`src/pkg/ecfg_regs.svh`:
```
// register offsets, field positions, reset values and frame constants of the port config bank
// assumes inclusion by bare name from the design file and both bench files
`ifndef ECFG_REGS_SVH
`define ECFG_REGS_SVH

// ************************************************************
// management frame
// ************************************************************
`define ECFG_PHY_ADDR 5'h17
`define ECFG_PREAMBLE_LEN 6'h20
`define ECFG_OP_READ 2'h2
`define ECFG_OP_WRITE 2'h1

// ************************************************************
// register offsets
// ************************************************************
`define ECFG_REG_RX_DRIVE 5'h0B
`define ECFG_REG_RSVD_A 5'h0C
`define ECFG_REG_RSVD_B 5'h0D
`define ECFG_REG_MISC 5'h0E
`define ECFG_REG_ADDR_LOW 5'h19
`define ECFG_REG_ADDR_HIGH 5'h1A
`define ECFG_REG_ADDR_LAST 5'h1B
`define ECFG_REG_CONTROL 5'h1D
`define ECFG_REG_ABILITY 5'h1E
`define ECFG_REG_SEGMENT 5'h1F

// ************************************************************
// field positions
// ************************************************************
`define ECFG_TRANSMIT_CLOCK_INVERT_BIT 14
`define ECFG_RECEIVE_CLOCK_INVERT_BIT 10
`define ECFG_ROLE_BIT 7
`define ECFG_DUPLEX_BIT 6
`define ECFG_TX_PAUSE_BIT 5
`define ECFG_RX_PAUSE_BIT 4
`define ECFG_DISPLAY_BIT 15
`define ECFG_VALID_BIT 13
`define ECFG_LINK_BIT 12
`define ECFG_LPI_GIG_BIT 11
`define ECFG_LPI_FAST_BIT 10
`define ECFG_PAUSE_CAP_BIT 9
`define ECFG_SEG_SEL_BIT 2

// ************************************************************
// reset values
// ************************************************************
`define ECFG_RX_DRIVE_RST 3'h3
`define ECFG_ADDR_LOW_RST 16'hBA98
`define ECFG_ADDR_HIGH_RST 16'hFEDC
`define ECFG_ADDR_LAST_RST 4'h1
`define ECFG_ABILITY_RST 5'h1F
`define ECFG_DLY_STRAP_HIGH 2'h2
`define ECFG_DLY_STRAP_LOW 2'h0
`define ECFG_SPEED_GIG 2'h2
`define ECFG_SPEED_FAST 2'h1
`define ECFG_MODE_MII 2'h2
`define ECFG_MODE_RGMII 2'h3

`endif

```
`src/pkg/ecfg_pkg.sv`:
```
// types of the external port configuration bank
// assumes the header of constants is compiled alongside
package ecfg_pkg;

	// ************************************************************
	// frame phases
	// ************************************************************
	typedef enum logic [2:0] {
		PH_PREAMBLE = 3'b000,
		PH_HEADER = 3'b001,
		PH_TURN = 3'b010,
		PH_READ = 3'b011,
		PH_WRITE = 3'b100
	} ecfg_phase_t;

	// ************************************************************
	// whole module state
	// ************************************************************
	typedef struct packed {
		logic mdc_q;
		ecfg_phase_t phase;
		logic [5:0] cnt;
		logic [15:0] shreg;
		logic is_read;
		logic [4:0] reg_addr;
		logic mdio_out;
		logic mdio_oe;
		logic strap_done;
		logic [2:0] rx_clock_pad_strength;
		logic hw_snoop_enable;
		logic snoop_auto_set;
		logic [15:0] addr_low;
		logic [15:0] addr_high;
		logic [3:0] port8_mgmt_addr;
		logic transmit_clock_invert;
		logic [1:0] transmit_clock_delay;
		logic receive_clock_invert;
		logic [1:0] receive_clock_delay;
		logic port_role_select;
		logic acts_as_mac;
		logic force_duplex;
		logic force_tx_pause;
		logic force_rx_pause;
		logic [1:0] force_speed;
		logic [1:0] port_interface_select;
		logic link_display;
		logic lpi_ability_gig;
		logic lpi_ability_fast;
		logic pause_capable;
		logic [4:0] ability;
		logic [3:0] external_transceiver_addr;
		logic rom_segment_select;
		logic strap_segment_state;
	} ecfg_state_t;

endpackage

```
`src/hw/ecfg_top.sv`:
```
// external port configuration bank reached over the management serial interface
// assumes mdc, mdio and straps are synchronous to sys_clk and mdc is well below sys_clk / 2
`timescale 1ns/1ns
`include "ecfg_regs.svh"

module ecfg_top (
	// clock and reset
	input wire logic sys_clk,
	input wire logic reset_n,
	// management serial pins
	input wire logic mdc,
	input wire logic mdio_in,
	output logic mdio_out,
	output logic mdio_oe,
	// straps and live status
	input wire logic strap_tx_delay,
	input wire logic strap_rx_delay,
	input wire logic [1:0] strap_interface,
	input wire logic strap_segment,
	input wire logic link_up,
	input wire logic status_valid,
	// configuration outputs
	output logic [2:0] rx_clock_pad_strength,
	output logic hw_snoop_enable,
	output logic snoop_auto_set,
	output logic [15:0] port_addr_low,
	output logic [15:0] port_addr_high,
	output logic [3:0] port8_mgmt_addr,
	output logic transmit_clock_invert,
	output logic [1:0] transmit_clock_delay,
	output logic receive_clock_invert,
	output logic [1:0] receive_clock_delay,
	output logic port_acts_as_mac,
	output logic force_duplex,
	output logic force_tx_pause,
	output logic force_rx_pause,
	output logic [1:0] force_speed,
	output logic [1:0] port_interface_select,
	output logic link_display,
	output logic lpi_ability_gig,
	output logic lpi_ability_fast,
	output logic pause_capable,
	output logic [4:0] ability,
	output logic [3:0] external_transceiver_addr,
	output logic rom_segment_select,
	output logic strap_segment_state
);

	// ************************************************************
	// read data assembly
	// ************************************************************
	function automatic logic [15:0] read_word(input ecfg_pkg::ecfg_state_t s,
			input logic [4:0] a, input logic lu, input logic sv);
		logic [15:0] w;
		w = 16'h0000;
		unique case (a)
			`ECFG_REG_RX_DRIVE: w[2:0] = s.rx_clock_pad_strength;
			`ECFG_REG_MISC: w[0] = s.hw_snoop_enable;
			`ECFG_REG_ADDR_LOW: w = s.addr_low;
			`ECFG_REG_ADDR_HIGH: w = s.addr_high;
			`ECFG_REG_ADDR_LAST: w[3:0] = s.port8_mgmt_addr;
			`ECFG_REG_CONTROL: begin
				w[`ECFG_TRANSMIT_CLOCK_INVERT_BIT] = s.transmit_clock_invert;
				w[13:12] = s.transmit_clock_delay;
				w[`ECFG_RECEIVE_CLOCK_INVERT_BIT] = s.receive_clock_invert;
				w[9:8] = s.receive_clock_delay;
				w[`ECFG_ROLE_BIT] = s.port_role_select;
				w[`ECFG_DUPLEX_BIT] = s.force_duplex;
				w[`ECFG_TX_PAUSE_BIT] = s.force_tx_pause;
				w[`ECFG_RX_PAUSE_BIT] = s.force_rx_pause;
				w[3:2] = s.force_speed;
				w[1:0] = s.port_interface_select;
			end
			`ECFG_REG_ABILITY: begin
				w[`ECFG_DISPLAY_BIT] = s.link_display;
				w[`ECFG_VALID_BIT] = sv;
				w[`ECFG_LINK_BIT] = lu;
				w[`ECFG_LPI_GIG_BIT] = s.lpi_ability_gig;
				w[`ECFG_LPI_FAST_BIT] = s.lpi_ability_fast;
				w[`ECFG_PAUSE_CAP_BIT] = s.pause_capable;
				w[8:4] = s.ability;
				w[3:0] = s.external_transceiver_addr;
			end
			`ECFG_REG_SEGMENT: begin
				w[`ECFG_SEG_SEL_BIT] = s.rom_segment_select;
				w[0] = s.strap_segment_state;
			end
			default: w = 16'h0000;
		endcase
		return w;
	endfunction

	// ************************************************************
	// state
	// ************************************************************
	ecfg_pkg::ecfg_state_t q;
	ecfg_pkg::ecfg_state_t d;
	logic mdc_rise;
	logic [15:0] wdata;
	logic [15:0] hdr;

	assign mdc_rise = mdc & ~q.mdc_q;
	assign wdata = {q.shreg[14:0], mdio_in};
	assign hdr = {q.shreg[14:0], mdio_in};

	// ************************************************************
	// next state
	// ************************************************************
	always_comb begin
		d = q;
		d.mdc_q = mdc;
		d.snoop_auto_set = 1'b0;
		// straps are caught once, in the first cycle after reset release
		if (!q.strap_done) begin
			d.strap_done = 1'b1;
			d.transmit_clock_delay = strap_tx_delay ? `ECFG_DLY_STRAP_HIGH
				: `ECFG_DLY_STRAP_LOW;
			d.receive_clock_delay = strap_rx_delay ? `ECFG_DLY_STRAP_HIGH
				: `ECFG_DLY_STRAP_LOW;
			d.port_interface_select = strap_interface;
			d.force_speed = (strap_interface == `ECFG_MODE_RGMII) ? `ECFG_SPEED_GIG
				: `ECFG_SPEED_FAST;
			d.strap_segment_state = strap_segment;
		end
		if (mdc_rise) begin
			unique case (q.phase)
				ecfg_pkg::PH_PREAMBLE: begin
					if (mdio_in) begin
						if (q.cnt != `ECFG_PREAMBLE_LEN) begin
							d.cnt = q.cnt + 6'h01;
						end
					end else if (q.cnt == `ECFG_PREAMBLE_LEN) begin
						d.phase = ecfg_pkg::PH_HEADER;
						d.cnt = 6'h00;
					end else begin
						d.cnt = 6'h00;
					end
				end
				ecfg_pkg::PH_HEADER: begin
					d.shreg = hdr;
					d.cnt = q.cnt + 6'h01;
					if (q.cnt == 6'h0C) begin
						d.cnt = 6'h00;
						d.reg_addr = hdr[4:0];
						// frames to other addresses are dropped; preamble must come again
						if (hdr[12] && hdr[9:5] == `ECFG_PHY_ADDR
								&& hdr[11:10] == `ECFG_OP_READ) begin
							d.phase = ecfg_pkg::PH_TURN;
							d.is_read = 1'b1;
						end else if (hdr[12] && hdr[9:5] == `ECFG_PHY_ADDR
								&& hdr[11:10] == `ECFG_OP_WRITE) begin
							d.phase = ecfg_pkg::PH_TURN;
							d.is_read = 1'b0;
						end else begin
							d.phase = ecfg_pkg::PH_PREAMBLE;
						end
					end
				end
				ecfg_pkg::PH_TURN: begin
					if (q.cnt == 6'h00) begin
						d.cnt = 6'h01;
						if (q.is_read) begin
							d.mdio_oe = 1'b1;
							d.mdio_out = 1'b0;
						end
					end else begin
						d.cnt = 6'h00;
						if (q.is_read) begin
							d.shreg = read_word(q, q.reg_addr, link_up, status_valid);
							d.mdio_out = d.shreg[15];
							d.phase = ecfg_pkg::PH_READ;
						end else begin
							d.phase = ecfg_pkg::PH_WRITE;
						end
					end
				end
				ecfg_pkg::PH_READ: begin
					d.cnt = q.cnt + 6'h01;
					d.shreg = {q.shreg[14:0], 1'b0};
					d.mdio_out = q.shreg[14];
					if (q.cnt == 6'h0F) begin
						d.mdio_oe = 1'b0;
						d.mdio_out = 1'b0;
						d.cnt = 6'h00;
						d.phase = ecfg_pkg::PH_PREAMBLE;
					end
				end
				ecfg_pkg::PH_WRITE: begin
					d.cnt = q.cnt + 6'h01;
					d.shreg = wdata;
					if (q.cnt == 6'h0F) begin
						d.cnt = 6'h00;
						d.phase = ecfg_pkg::PH_PREAMBLE;
						unique case (q.reg_addr)
							`ECFG_REG_RX_DRIVE: d.rx_clock_pad_strength = wdata[2:0];
							`ECFG_REG_MISC: begin
								d.hw_snoop_enable = wdata[0];
								d.snoop_auto_set = wdata[0];
							end
							`ECFG_REG_ADDR_LOW: d.addr_low = wdata;
							`ECFG_REG_ADDR_HIGH: d.addr_high = wdata;
							`ECFG_REG_ADDR_LAST: d.port8_mgmt_addr = wdata[3:0];
							`ECFG_REG_CONTROL: begin
								d.transmit_clock_invert = wdata[`ECFG_TRANSMIT_CLOCK_INVERT_BIT];
								d.transmit_clock_delay = wdata[13:12];
								d.receive_clock_invert = wdata[`ECFG_RECEIVE_CLOCK_INVERT_BIT];
								d.receive_clock_delay = wdata[9:8];
								d.port_role_select = wdata[`ECFG_ROLE_BIT];
								d.force_duplex = wdata[`ECFG_DUPLEX_BIT];
								d.force_tx_pause = wdata[`ECFG_TX_PAUSE_BIT];
								d.force_rx_pause = wdata[`ECFG_RX_PAUSE_BIT];
								d.force_speed = wdata[3:2];
								d.port_interface_select = wdata[1:0];
							end
							`ECFG_REG_ABILITY: begin
								d.link_display = wdata[`ECFG_DISPLAY_BIT];
								d.lpi_ability_gig = wdata[`ECFG_LPI_GIG_BIT];
								d.lpi_ability_fast = wdata[`ECFG_LPI_FAST_BIT];
								d.pause_capable = wdata[`ECFG_PAUSE_CAP_BIT];
								d.ability = wdata[8:4];
								d.external_transceiver_addr = wdata[3:0];
							end
							`ECFG_REG_SEGMENT: d.rom_segment_select = wdata[`ECFG_SEG_SEL_BIT];
							default: d.cnt = 6'h00;
						endcase
					end
				end
				default: begin
					d.phase = ecfg_pkg::PH_PREAMBLE;
					d.cnt = 6'h00;
					d.mdio_oe = 1'b0;
				end
			endcase
		end
		// role only matters while the port is in mii mode
		d.acts_as_mac = d.port_role_select
			&& d.port_interface_select == `ECFG_MODE_MII;
	end

	// ************************************************************
	// registers
	// ************************************************************
	always_ff @(posedge sys_clk or negedge reset_n) begin
		if (!reset_n) begin
			q <= '0;
			q.rx_clock_pad_strength <= `ECFG_RX_DRIVE_RST;
			q.addr_low <= `ECFG_ADDR_LOW_RST;
			q.addr_high <= `ECFG_ADDR_HIGH_RST;
			q.port8_mgmt_addr <= `ECFG_ADDR_LAST_RST;
			q.force_duplex <= 1'b1;
			q.force_tx_pause <= 1'b1;
			q.force_rx_pause <= 1'b1;
			q.lpi_ability_gig <= 1'b1;
			q.lpi_ability_fast <= 1'b1;
			q.pause_capable <= 1'b1;
			q.ability <= `ECFG_ABILITY_RST;
		end else begin
			q <= d;
		end
	end

	// ************************************************************
	// outputs
	// ************************************************************
	assign mdio_out = q.mdio_out;
	assign mdio_oe = q.mdio_oe;
	assign rx_clock_pad_strength = q.rx_clock_pad_strength;
	assign hw_snoop_enable = q.hw_snoop_enable;
	assign snoop_auto_set = q.snoop_auto_set;
	assign port_addr_low = q.addr_low;
	assign port_addr_high = q.addr_high;
	assign port8_mgmt_addr = q.port8_mgmt_addr;
	assign transmit_clock_invert = q.transmit_clock_invert;
	assign transmit_clock_delay = q.transmit_clock_delay;
	assign receive_clock_invert = q.receive_clock_invert;
	assign receive_clock_delay = q.receive_clock_delay;
	assign port_acts_as_mac = q.acts_as_mac;
	assign force_duplex = q.force_duplex;
	assign force_tx_pause = q.force_tx_pause;
	assign force_rx_pause = q.force_rx_pause;
	assign force_speed = q.force_speed;
	assign port_interface_select = q.port_interface_select;
	assign link_display = q.link_display;
	assign lpi_ability_gig = q.lpi_ability_gig;
	assign lpi_ability_fast = q.lpi_ability_fast;
	assign pause_capable = q.pause_capable;
	assign ability = q.ability;
	assign external_transceiver_addr = q.external_transceiver_addr;
	assign rom_segment_select = q.rom_segment_select;
	assign strap_segment_state = q.strap_segment_state;

	// ************************************************************
	// checks
	// ************************************************************
	chk_speed_from_mode: assert property (@(posedge sys_clk) disable iff (!reset_n)
		$rose(q.strap_done) |-> q.force_speed == ((q.port_interface_select == 2'h3) ? 2'h2 : 2'h1))
		else $error("forced speed reset does not follow interface mode");
	chk_tx_delay_strap: assert property (@(posedge sys_clk) disable iff (!reset_n)
		$rose(q.strap_done) |-> q.transmit_clock_delay == ($past(strap_tx_delay) ? 2'h2 : 2'h0))
		else $error("transmit delay not loaded from strap");
	chk_rx_delay_strap: assert property (@(posedge sys_clk) disable iff (!reset_n)
		$rose(q.strap_done) |-> q.receive_clock_delay == ($past(strap_rx_delay) ? 2'h2 : 2'h0))
		else $error("receive delay not loaded from strap");
	chk_mode_strap: assert property (@(posedge sys_clk) disable iff (!reset_n)
		$rose(q.strap_done) |-> q.port_interface_select == $past(strap_interface))
		else $error("interface mode not loaded from straps");
	chk_snoop_pulse: assert property (@(posedge sys_clk) disable iff (!reset_n)
		q.snoop_auto_set |-> q.hw_snoop_enable && $past(q.phase) == ecfg_pkg::PH_WRITE
			##1 !q.snoop_auto_set)
		else $error("snoop setup pulse without a write of one");
	chk_mac_role: assert property (@(posedge sys_clk) disable iff (!reset_n)
		port_acts_as_mac |-> port_interface_select == 2'h2)
		else $error("mac role active outside mii mode");
	chk_turn_drive: assert property (@(posedge sys_clk) disable iff (!reset_n)
		q.phase == ecfg_pkg::PH_TURN && q.is_read && mdc_rise && q.cnt == 6'h00
			|=> mdio_oe && !mdio_out)
		else $error("read turnaround zero not driven");
	chk_read_release: assert property (@(posedge sys_clk) disable iff (!reset_n)
		q.phase == ecfg_pkg::PH_READ && mdc_rise && q.cnt == 6'h0F |=> !mdio_oe)
		else $error("mdio not released after read data");
	chk_reserved_zero: assert property (@(posedge sys_clk) disable iff (!reset_n)
		$rose(q.phase == ecfg_pkg::PH_READ) && (q.reg_addr == 5'h0C || q.reg_addr == 5'h0D)
			|-> q.shreg == 16'h0000)
		else $error("reserved register read is not zero");
	chk_strength_reset: assert property (@(posedge sys_clk) disable iff (!reset_n)
		$rose(q.strap_done) |-> rx_clock_pad_strength == `ECFG_RX_DRIVE_RST)
		else $error("pad strength not at its reset value");
	chk_addr_resets: assert property (@(posedge sys_clk) disable iff (!reset_n)
		$rose(q.strap_done) |-> port_addr_high == `ECFG_ADDR_HIGH_RST && port8_mgmt_addr == 4'h1)
		else $error("port addresses not at their reset values");
	chk_force_resets: assert property (@(posedge sys_clk) disable iff (!reset_n)
		$rose(q.strap_done) |-> force_duplex && force_tx_pause && force_rx_pause)
		else $error("forced duplex or pause bits not set after reset");
	chk_ability_resets: assert property (@(posedge sys_clk) disable iff (!reset_n)
		$rose(q.strap_done) |-> ability == `ECFG_ABILITY_RST && pause_capable
			&& lpi_ability_gig && lpi_ability_fast)
		else $error("ability bits not set after reset");
	chk_misc_write: assert property (@(posedge sys_clk) disable iff (!reset_n)
		q.phase == ecfg_pkg::PH_WRITE && mdc_rise && q.cnt == 6'h0F
			&& q.reg_addr == `ECFG_REG_MISC |=> snoop_auto_set == hw_snoop_enable)
		else $error("snoop setup pulse does not follow the written bit");
	chk_addr_write: assert property (@(posedge sys_clk) disable iff (!reset_n)
		q.phase == ecfg_pkg::PH_WRITE && mdc_rise && q.cnt == 6'h0F
			&& q.reg_addr == `ECFG_REG_ADDR_LOW |=> port_addr_low == $past(wdata))
		else $error("low port address write did not land");
	chk_foreign_frame: assert property (@(posedge sys_clk) disable iff (!reset_n)
		q.phase == ecfg_pkg::PH_HEADER && mdc_rise && q.cnt == 6'h0C
			&& hdr[9:5] != `ECFG_PHY_ADDR |=> q.phase == ecfg_pkg::PH_PREAMBLE && !mdio_oe)
		else $error("frame to another address was not dropped");
	chk_segment_fixed: assert property (@(posedge sys_clk) disable iff (!reset_n)
		q.strap_done |=> $stable(strap_segment_state))
		else $error("strapped segment changed after capture");

endmodule // ecfg_top

```
`config.mk`:
```
export PLATFORM = sky130hd
export DESIGN_NAME = ecfg_top
export DESIGN_NICKNAME = d
export VERILOG_FILES = /design/src/pkg/ecfg_pkg.sv /design/src/hw/ecfg_top.sv
export VERILOG_INCLUDE_DIRS = /design/src /design/src/pkg
export SDC_FILE = /design/constraint.sdc
export NUM_CORES = 1
export LEC_CHECK = 0
export ABC_AREA = 0
export BUFFER_PORTS_ARGS = -buffer_cell sky130_fd_sc_hd__buf_2
export CAP_MARGIN = 25
export CORE_ASPECT_RATIO = 0.6
export CORE_MARGIN = 8
export CORE_UTILIZATION = 54
export CTS_BUF_LIST = sky130_fd_sc_hd__clkbuf_4 sky130_fd_sc_hd__clkbuf_8
export CTS_CLUSTER_SIZE = 40
export DETAILED_ROUTE_END_ITERATION = 10
export GPL_TIMING_DRIVEN = 0
export PLACE_DENSITY_LB_ADDON = 0.3
export RECOVER_POWER = 50
export SLEW_MARGIN = 20
export SYNTH_ARGS = -nofsm -noshare
export SYNTH_HDL_FRONTEND = slang
export SYNTH_SLANG_ARGS = --single-unit
```
`constraint.sdc`:
```
create_clock -name sys_clk -period 2 [get_ports sys_clk]
set_input_delay 0.2 -clock sys_clk [delete_from_list [all_inputs] [get_ports sys_clk]]
set_output_delay 0.2 -clock sys_clk [all_outputs]
set_load 0.01 [all_outputs]
```
==> Word level (Yosys, flattened, before mapping) <==
Cells that the tools add are included.
{ "classes": {"n_eq_ne": 30, "addsub": 1, "muxes": 53, "reduce_logical": 27, "bitwise": 3} }
{ "ops": {"columns": ["cell", "n"], "rows": [
  ["two-way mux 44 bit", 3],
  ["two-way mux 18 bit", 3],
  ["case mux 15 bit (3 select lines)", 1],
  ["AND reduction 4 bit", 10],
  ["case mux 9 bit (4 select lines)", 1],
  ["== test 5 bit (second input constant)", 7],
  ["two-way mux 16 bit", 2],
  ["two-way mux 15 bit", 2],
  ["case mux 7 bit (4 select lines)", 1],
  ["two-way mux 9 bit", 2],
  ["two-way mux 2 bit", 8],
  ["two-way mux 3 bit", 5],
  ["!= test 2 bit (second input constant)", 7],
  ["two-way mux 13 bit", 1],
  ["== test 6 x 4 -> 1 bit (second input constant)", 2],
  ["two-way mux 4 bit", 3],
  ["two-way mux 6 bit", 2],
  ["case mux 1 bit (3 select lines)", 4],
  ["== test 5 x 4 -> 1 bit (second input constant)", 2],
  ["two-way mux 1 bit", 8],
  ["case mux 1 bit (8 select lines)", 1],
  ["case mux 2 bit (4 select lines)", 1],
  ["two-way mux 7 bit", 1],
  ["case mux 1 bit (7 select lines)", 1],
  ["26 further kinds", 36]
]} }
{ "word_totals": {"register_bits": 105, "elab_cells": 148, "in_bits": 11} }

==> Logic depth before layout (Yosys ltp) <==
Gate-level depths: netlist of the first run.
{ "depth": {"depth_word": 9, "ltp_mapped": 8, "mapped_depth_nobuf": 7} }

==> Worst setup path before layout of the first run <==
Ideal clock, no wire load.
{ "synth_path": {"path_type": "register to register", "startpoint": "register q[96] (netlist bit)", "endpoint": "register q[74] (netlist bit)", "synth_period_minus_slack_ns": 2.041, "arrival_ns": 1.917, "t_required_ns": 1.875, "slack_ns": -0.041, "path_stages_with_launch": 6, "n_path_buf": 0, "path_cell_list": "dfrtp_1 inv_1 ha_1 or3b_4 nor4_2 mux2_2"} }
{ "synth_between": {"elab_chain_len": 2} }
{ "synth_lines": {"columns": ["element", "line", "rtl"], "rows": [
  ["start: declaration", "ecfg_top.sv:96", "ecfg_pkg::ecfg_state_t q;"],
  ["== test 6 x 4 -> 1 bit", "ecfg_top.sv:142", "if (q.cnt == 6'h0C) begin"],
  ["AND reduction 3 bit (no source line)", null, null]
]} }
No other way between the ends.
A chain may end at the register's enable or synchronous reset.

==> Worst setup path in the final report of the first run <==
{ "layout_path": {"startpoint": "register q[97] (netlist bit)", "endpoint": "register q, in the netlist hdr[12]"} }
{ "layout_between": {"elab_chain_len": 3} }
{ "layout_lines": {"columns": ["element", "line", "rtl"], "rows": [
  ["logical NOT 6 bit", "ecfg_top.sv:160", "if (q.cnt == 6'h00) begin"],
  ["!= test 2 bit (no source line)", null, null],
  ["AND reduction 4 bit (no source line)", null, null]
]} }
No other way between the ends.

==> flow_metrics.tcl, run 1 <==
set metrics [dict create \
    outcome "finished, violations left" \
    violations "setup timing" \
    ys_types 65 \
    die-area_mm2 0.0142 \
    syn_area_mm2 0.00568 \
    clockBufferDepth 2 \
    min_path_type "in -> reg" \
    setup_viol 27 \
    rsz0062_at_grt "yes" \
    root_buffer "clkbuf_8" \
    wire_per_inst_um 20.6 \
    fmax_mhz 479 \
    cts_max_level 3 \
    cp-start-kind "flip-flop" \
    nNetsFinal 664 \
    die_w_um 148 \
    clkLatencyLatePin_ns 0.38 \
    synth.area.top_cells "dfrtp_1, dfstp_2, mux2_2, buf_4, a22oi_1" \
    cts_tree "built" \
    std_cell_rows 29 \
    cp.required_ns 2.28 \
    drv_cap 0 \
    initial_utilization_pct 54.6 \
    setup_ws_ns -0.0879 \
    yosysTopAreaCellShare_pct 31.3 \
    grt_pass1_vias 4665 \
    diodes 0 \
    synth-seq-area-share_pct 47.0 \
    powerDensity_mw_per_mm2 562 \
    dp_hpwl_mm 10.8 \
    min_period_ns 2.09 \
    relSlewSlack_pct 47.3 \
    antenna_found_initial 0 \
    area_growth_syn_to_layout_pct 25.7 \
    ios 83 \
    io_buffers 82 \
    grt-ovfl-total 0 \
    grt_max_degree 76 \
    ys.flop_type "dfrtp_1" \
    cts-buffers-inserted 9 \
    fillCellCount 780 \
    path_clk_slew_ns 0.10 \
    syn_area_per_cell_um2 10.8 \
    hold_viol 0 \
    vias 4656 \
    drt-total-wl_mm 16.4 \
    core_area_mm2 0.0104 \
    whs_ns 0.0744 \
    grt_pass1_wl_mm 25.6 \
    drt_iter0_drc 508 \
    via_per_inst 5.86 \
    grt_usage_pct 23.1 \
    die_h_um 95.5 \
    async_flop_share_pct 100 \
    peakVddDrop_v 0.000451 \
    dp_slack_ns -0.383 \
    route.detailed.drc 0 \
    drt_pass1_iterations 5 \
    skew_ns 0.0109 \
    critPathCaptureType "flip-flop" \
    worstPathMaxFanout 6 \
    yosysWarningCount 0 \
    cp_data_arrival_time_ns 2.37 \
    syn-num-nets 538 \
    globalplace.congestion 0.903 \
    netlist.top_cell.by_area "dfrtp_1" \
    finalMaxSlewViolations 0 \
    crit_type "reg -> reg" \
    ys_ff_latch 105 \
    synth_edf_count 0 \
    period_share_pct 104 \
    p_leak_nw 3.39 \
    tightest_slew_ns 0.790 \
    post_route_cells_drive_above_1_share_pct 51.5 \
    ant_nets 0 \
    syn_inst 525 \
    cts_num_sinks 105 \
]
## through the flow
| step | instance area [µm²] | total power [mW] | instances | util, % | setup TNS [ns] |
|---|---|---|---|---|---|
| 2_1_floorplan | 5690 | 2.43 | 525 | - | 0 |
| 3_3_place_gp | 6280 | 2.55 | 746 | 60.3 | -37.65 |
| 3_5_place_dp | 6310 | 2.58 | 747 | 60.6 | -15.86 |
| 4_1_cts | 6940 | 3.98 | 781 | 66.6 | -3.53 |
| 5_1_grt | 7140 | 4.15 | 795 | 68.6 | -2.93 |
| 6_report | 7140 | 4.01 | 795 | 68.6 | -0.918 |
## state kept, by name (all words and copies together), names as in the netlist, 2 cells and up
signal                     flops
ability                        5
external_transceiver_addr      4
force_speed                    2
hdr                           15
port8_mgmt_addr                4
port_addr_high                16
port_addr_low                 16
port_interface_select          2
q                             18
receive_clock_delay            2
rx_clock_pad_strength          3
transmit_clock_delay           2
## logic make-up after synthesis
logic type	share of synthesized area, %
AO/OA/AOI/OAI	13.5
XOR/XNOR	0.462
adder cells (fa/ha/maj)	0.440
buffers and inverters	11.1
flip-flops	47.0
multiplexers	15.2
other	0.0660
AND/OR/NAND/NOR	12.3
## power breakdown
group	total, mW	switching, mW	leakage [nW]	internal (mW)
Sequential	2.23	0.0583	1.27	2.17
Combinational	0.397	0.227	2.01	0.170
Clock	1.39	0.742	0.109	0.644
Total	4.01	1.03	3.39	2.99
## per-layer routing
metal | vias up | global-route usage (%) | wire, µm
met5 | - | 0 | 0
met4 | 0 | 5.74 | 225
met3 | 20 | 7.06 | 1550
met2 | 238 | 34.1 | 7150
met1 | 2313 | 32.5 | 7430
li1 | 2085 | - | -
## critical path, stage by stage, from the launching register on
cell and delay, ns:
dfrtp_2 0.44, inv_2 0.07, ha_4 0.13, or3b_4 0.41, o311ai_4 0.38, a21oi_4 0.17, buf_2 0.20, o21a_1 0.18
## synth_stat cells, types with 3 or more instances
library cell / instances
dfrtp_1: 71
nand2_1: 38
nand3_1: 12
o21a_1: 3
dfstp_2: 34
o22a_1: 8
a22oi_1: 20
a31oi_1: 6
nor3_1: 12
nand3b_1: 5
a21oi_1: 23
nand2b_1: 6
clkbuf_1: 13
buf_4: 57
buf_2: 10
buf_6: 6
inv_1: 7
mux2i_1: 12
a22o_1: 5
o21ai_0: 14
mux2_2: 66
a21o_1: 6
nor2_1: 27
xor2_1: 3
nor2b_1: 6
## what timing repair did
action	4_1_cts	5_1_grt
endpoints found under the setup margin	81	74
gates resized for setup	66	28
hold buffers	2	0
setup buffers	15	13
gates cloned	2	4
endpoints found under the hold margin	31	0
pin swaps	6	10
## path summary, 6_finish.rpt
check,start,cells past startpoint,end,slack [ns]
hold / removal,strap_segment,2,strap_segment_state,0.07
setup / recovery,q[97],7,hdr[12],-0.09
setup reg to reg,q[97],7,hdr[12],-0.09
hold reg to reg,force_rx_pause,2,force_rx_pause,0.50
max in group asynchronous,reset_n,3,q[77],0.42
min in group asynchronous,reset_n,2,q[101],0.43
## placed cells by master, fill, tap and decap left out, types with 9 or more instances in the layout
| cell | count |
|---|---|
| nor3_1 | 9 |
| clkbuf_8 | 12 |
| dfrtp_1 | 67 |
| clkbuf_1 | 12 |
| mux2i_1 | 12 |
| buf_2 | 84 |
| buf_4 | 76 |
| dfstp_2 | 34 |
| buf_6 | 14 |
| a22oi_1 | 20 |
| nor2_1 | 24 |
| o21ai_0 | 11 |
| nand3_1 | 10 |
| a21oi_1 | 23 |
| mux2_2 | 41 |
| mux2_4 | 25 |
| nand2_1 | 37 |
## layout make-up
cell class / count / area, µm² / area share [%]
tap: 139 / 174 / 2.43
timing repair buffer: 118 / 767 / 10.7
clock inverter: 5 / 53.8 / 0.753
multi-input combinational: 326 / 2670 / 37.3
sequential: 105 / 2680 / 37.4
inverter: 7 / 26.3 / 0.368
clock buffer: 11 / 151 / 2.12
buffer: 84 / 629 / 8.81
Note: power is estimated with default switching activity, not from simulation.
==> inputs of run 2 (changes only) <==
- clock period: 2 -> 1.75 ns (I/O delays scaled with it)
==> run 2 against run 1 <==
  * The flow still finishes with violations (setup timing)
  * Power grew 15%
  * Clock-buffer cell count is the same
  * Combinational power grew 19%
  * Clock power grew 14%
  * Flip-flop and latch count is the same
  * Register-to-register slack lost 0.31 ns
  * Core utilization grew 3.6 points
  * Routed wire length grew 1.3%
  * Critical path depth grew 1
  * First-iteration DRC count shrank 26%
  * Critical endpoint is now transmit_clock_invert
  * Largest power group unchanged
  * Highest routed layer is now met5
==> flow_metrics.tcl, run 2 (synthesis gave the netlist of run 1 again) <==
set metrics [dict create \
    route.detailed.drc 0 \
    cp_slowest_cell "or3b_4" \
    path_delay_family "simple AND/OR/NAND/NOR gates" \
    path_clk_slew_ns 0.11 \
    whs_ns 0.0290 \
    io_buffers 82 \
    dp_hpwl_mm 10.9 \
    clockPowerShare_pct 34.3 \
    cp_common_cell "buf_6" \
    comb_power_share_pct 10.3 \
    min_path_type "in -> reg" \
    period_share_pct 123 \
    drt-total-wl_mm 16.6 \
    diodes 0 \
    power.switching_mw 1.21 \
    via_per_inst 5.87 \
    hold_viol 0 \
    peakVddDrop_v 0.000403 \
    wire_per_inst_um 20.5 \
    nNetsFinal 677 \
    rsz0062_at_grt "yes" \
    grt_pass1_wl_mm 25.1 \
    drt_pass1_iterations 5 \
    powerDensity_mw_per_mm2 614 \
    ant_nets 0 \
    cts_tree "built" \
    cp-start-kind "flip-flop" \
    path_buf_inv 4 \
    cp.required_ns 2.02 \
    die-area_mm2 0.0142 \
    setup_viol 94 \
    tightest_slew_ns 0.836 \
    grt-ovfl-total 0 \
    dp_slack_ns -0.604 \
    globalplace.congestion 0.881 \
    std_cell_rows 29 \
    drv_cap 0 \
    grt_pass1_vias 4592 \
    final_core_util_pct 72.2 \
    p_sw_share_pct 26.3 \
    path_cells "or3b_4 -> nor4_4 -> buf_6 -> buf_4 -> buf_6 -> nand2_8 -> buf_6 -> mux2_2" \
    fmax_mhz 465 \
    p_leak_nw 3.52 \
    crit_type "reg -> reg" \
    largest_reg_flops 18 \
    skew_ns 0.0142 \
    max_stage_delay_ns 0.43 \
    vias 4746 \
    cts_num_sinks 105 \
    mostFrequentLayoutCell "buf_2" \
    critPathCaptureType "flip-flop" \
    root_buffer "clkbuf_8" \
    core_area_mm2 0.0104 \
    p_seq_share_pct 55.5 \
    clkLatencyLatePin_ns 0.38 \
    finalMaxSlewViolations 0 \
    antenna_found_initial 1 \
    top_register "q" \
    min_period_ns 2.15 \
    relSlewSlack_pct 44.2 \
    grt_max_degree 73 \
    area_growth_syn_to_layout_pct 32.3 \
    grt_usage_pct 22.7 \
    outcome "finished, violations left" \
    seqCellArea_mm2 0.00268 \
    drt_iter0_drc 374 \
    die_w_um 148 \
    p_int_mw 3.40 \
    cts_max_level 3 \
    layout.cells.most_common_list "buf_2, buf_4, dfrtp_1, mux2_4, nand2_1" \
    die_h_um 95.5 \
    post_route_cells_drive_above_1_share_pct 57.8 \
    violations "setup timing" \
    multiInputGateArea_mm2 0.00282 \
    fillCellCount 730 \
    cp_data_arrival_time_ns 2.43 \
    initial_utilization_pct 54.6 \
    clockBufferDepth 2 \
    setup_ws_ns -0.402 \
    ios 83 \
    fin_tns_setup_ns -22.44 \
    worstPathMaxFanout 7 \
    cts-buffers-inserted 9 \
]
-- run 2: metrics by stage --
stage          cells  instance area (µm²)  total power [mW]
2_1_floorplan    525                 5800              2.80
3_3_place_gp     746                 6390              2.94
3_5_place_dp     747                 6420              2.96
4_1_cts          789                 7130              4.56
5_1_grt          808                 7520              4.77
6_report         808                 7520              4.62
-- run 2: metal layers --
layer	vias to the layer above	wire length [µm]	GRT usage (%)
li1	2118	-	-
met1	2387	7420	31.8
met2	216	7280	34.5
met3	23	1620	6.45
met4	2	238	4.64
met5	-	9	0
-- run 2: power by group through the flow --
stage / sequential (mW) / clock, mW / combinational (mW)
after floorplan: 2.57 / 0 / 0.230
after global placement: 2.59 / 0 / 0.358
after CTS: 2.55 / 1.59 / 0.419
after global routing: 2.57 / 1.69 / 0.520
after detailed placement: 2.59 / 0 / 0.373
final: 2.56 / 1.58 / 0.474
-- run 2: worst paths after layout --
check / depth (start not counted) / start / slack (ns) / to
setup / recovery: 8 / q[103] / -0.40 / transmit_clock_invert
hold / removal: 2 / strap_segment / 0.03 / strap_segment_state
setup reg to reg: 8 / q[103] / -0.40 / transmit_clock_invert
hold reg to reg: 2 / port_addr_high[4] / 0.49 / port_addr_high[4]
max in group asynchronous: 3 / reset_n / 0.16 / q[77]
min in group asynchronous: 2 / reset_n / 0.43 / q[96]
-- run 2: repair_timing --
action / CTS / global route
gates cloned: 4 / 3
buffers inserted: 20 / 17
gates resized for setup: 82 / 57
setup endpoints to repair: 97 / 101
hold buffers: 2 / 0
pin swaps: 11 / 13
endpoints found under the hold margin: 34 / 0
-- run 2: layout make-up --
class | count | area share, %
clock buffer | 11 | 1.85
inverter | 7 | 0.349
timing repair buffer | 128 | 12.5
clock inverter | 5 | 0.865
multi-input combinational | 325 | 37.5
sequential | 105 | 35.6
buffer | 88 | 8.97
tap | 139 | 2.31
==> inputs of run 3 (changes only) <==
- CORE_UTILIZATION: 54 -> 52
- CTS_BUF_LIST: sky130_fd_sc_hd__clkbuf_4 sky130_fd_sc_hd__clkbuf_8 -> default
==> run 3 against run 2 <==
  * The flow still finishes with violations (setup timing)
  * Global-route usage is 0.47 points higher
  * Combinational power is 7.2% higher
  * Cell area is 2.5% higher
  * Die area is 3.3% higher
  * Routed wire length is 3.9% higher
  * Clock power is 30% higher
  * Register-to-register slack better by 0.02 ns
  * Hold slack better by 0.029 ns
  * Via count is 0.36% lower
  * Sequential share of layout area is 0.89 points lower
  * First-iteration DRC count is 8.0% higher
==> flow_metrics.tcl, run 3 (synthesis gave the netlist of run 1 again) <==
set metrics [dict create \
    whs_ns 0.0576 \
    hold_end "strap_segment_state" \
    hold_viol 0 \
    area_growth_syn_to_layout_pct 35.6 \
    violations "setup timing" \
    rsz0062_at_grt "yes" \
    cts_num_sinks 105 \
    finalMaxSlewViolations 0 \
    p_int_mw 3.82 \
    timing.rr.start "q[103]" \
    finalPower_mw 5.12 \
    outcome "finished, violations left" \
    fin_tns_setup_ns -21.87 \
    largest_reg_flops 18 \
    powerDensity_mw_per_mm2 664 \
    p_leak_nw 3.58 \
    relSlewSlack_pct 33.0 \
    max_stage_delay_ns 0.43 \
    critPathCaptureType "flip-flop" \
    nNetsFinal 678 \
    path_clk_slew_ns 0.07 \
    clockPowerShare_pct 40.0 \
    crit_type "reg -> reg" \
    cp_data_arrival_time_ns 2.38 \
    cts_tree "built" \
    die_h_um 97.0 \
    antenna_found_initial 0 \
    reg2reg_slack_ns -0.38 \
    io_buffers 82 \
    cp.required_ns 1.99 \
    placedInstanceArea_mm2 0.00642 \
    comb_power_share_pct 9.9 \
    worstReg2RegEnd "hdr[2]" \
    dp_hpwl_mm 11.0 \
    setup_ws_ns -0.381 \
    drv_cap 0 \
    ant_nets 0 \
    vias 4729 \
    reg2regPathDepth 7 \
    globalplace.congestion 0.870 \
    diodes 0 \
    die_w_um 151 \
    min_path_type "in -> reg" \
    power.switching_mw 1.29 \
    p_sw_share_pct 25.3 \
    top_register "q" \
    skew_ns 0.00928 \
    core_area_mm2 0.0106 \
    grt-ovfl-total 0 \
    clkLatencyLatePin_ns 0.36 \
    setup_viol 98 \
    grt_max_degree 69 \
    cts_max_level 3 \
    grt_usage_pct 23.1 \
    clockBufferDepth 2 \
    route.detailed.drc 0 \
    root_buffer "clkbuf_16" \
    cp-start-kind "flip-flop" \
    tightest_slew_ns 1.01 \
    via_per_inst 5.85 \
    post_route_cells_drive_above_1_share_pct 60.1 \
    std_cell_rows 29 \
    drt_iter0_drc 404 \
    hold_depth 2 \
    final_core_util_pct 72.8 \
    period_share_pct 122 \
    path_delay_family "simple AND/OR/NAND/NOR gates" \
    initial_utilization_pct 53.6 \
    mostFrequentLayoutCell "buf_2" \
    grt_pass1_wl_mm 26.4 \
    hp-start "strap_segment" \
    p_seq_share_pct 50.0 \
    wire_per_inst_um 21.3 \
    ios 83 \
    peakVddDrop_v 0.000481 \
    layout.cells.most_common_list "buf_2, buf_4, dfrtp_1, mux2_4, dfstp_2" \
    worstPathMaxFanout 8 \
    path_cells "or3b_4 -> buf_6 -> and2_4 -> buf_6 -> a21oi_4 -> buf_6 -> mux2_4" \
    grt_pass1_vias 4789 \
    die-area_mm2 0.0146 \
    drt-total-wl_mm 17.2 \
    fmax_mhz 469 \
    path_buf_inv 3 \
    min_period_ns 2.13 \
    cp_slowest_cell "or3b_4" \
    cts-buffers-inserted 9 \
    drt_pass1_iterations 7 \
    cp_common_cell "buf_6" \
    design_area_mm2 0.00771 \
]
-- run 3: cell types whose count changed in the layout (fill, tap and decap cells not counted), sizes merged --
cell and change:
clkbuf -2, clkinvlp -1, buf +1, clkinv +3
-- run 3: timing repair --
action	in CTS	in global routing
hold buffers	2	0
cloned	5	1
hold endpoints to repair	31	0
pin swaps	15	16
setup buffers	23	18
resized for setup	95	77
setup endpoints to repair	97	100
-- run 3: how the worst max path moves through the flow --
stage	start	end	cells after the start	slack [ns]
finish	q[103]	hdr[2]	7	-0.38
global route	q[103]	hdr[2]	7	-0.41
CTS	q[102]	port8_mgmt_addr[1]	7	-0.33
detailed placement	q[77]	hdr[8]	6	-0.66
global placement	reset_n	receive_clock_delay[1]	1	-0.60
floorplan	q[102]	port8_mgmt_addr[1]	6	-0.24
-- run 3: per-stage QoR --
stage	std cells	worst slack, ns
after CTS	792	-0.334
after detailed placement	747	-0.655
after global routing	809	-0.409
after global placement	746	-0.601
final	809	-0.381
after floorplan	525	-0.235
-- run 3: power groups by stage --
stage / sequential (mW) / combinational [mW] / clock (mW)
after CTS: 2.55 / 0.423 / 2.06
after global routing: 2.57 / 0.552 / 2.16
final: 2.56 / 0.508 / 2.05
after detailed placement: 2.59 / 0.377 / 0
after floorplan: 2.57 / 0.230 / 0
after global placement: 2.58 / 0.358 / 0
-- run 3: routing by layer --
metal  global-route usage (%)  wire length [µm]  up-vias
met1                     33.3              7770     2382
met2                     33.3              7690      209
met3                     7.81              1610       16
met5                        0                 0        -
met4                     4.16               134        0
li1                         -                 -     2122
-- run 3: layout make-up --
type                    count  area, µm²
repair buffers            130        952
fillers                   776       2890
flip-flops and latches    105       2680
clock inverters             7       70.1
plain buffers              87        677
clock buffers               9        225
well taps                 139        174
inverters                   7       26.3
multi-input cells         325       2910
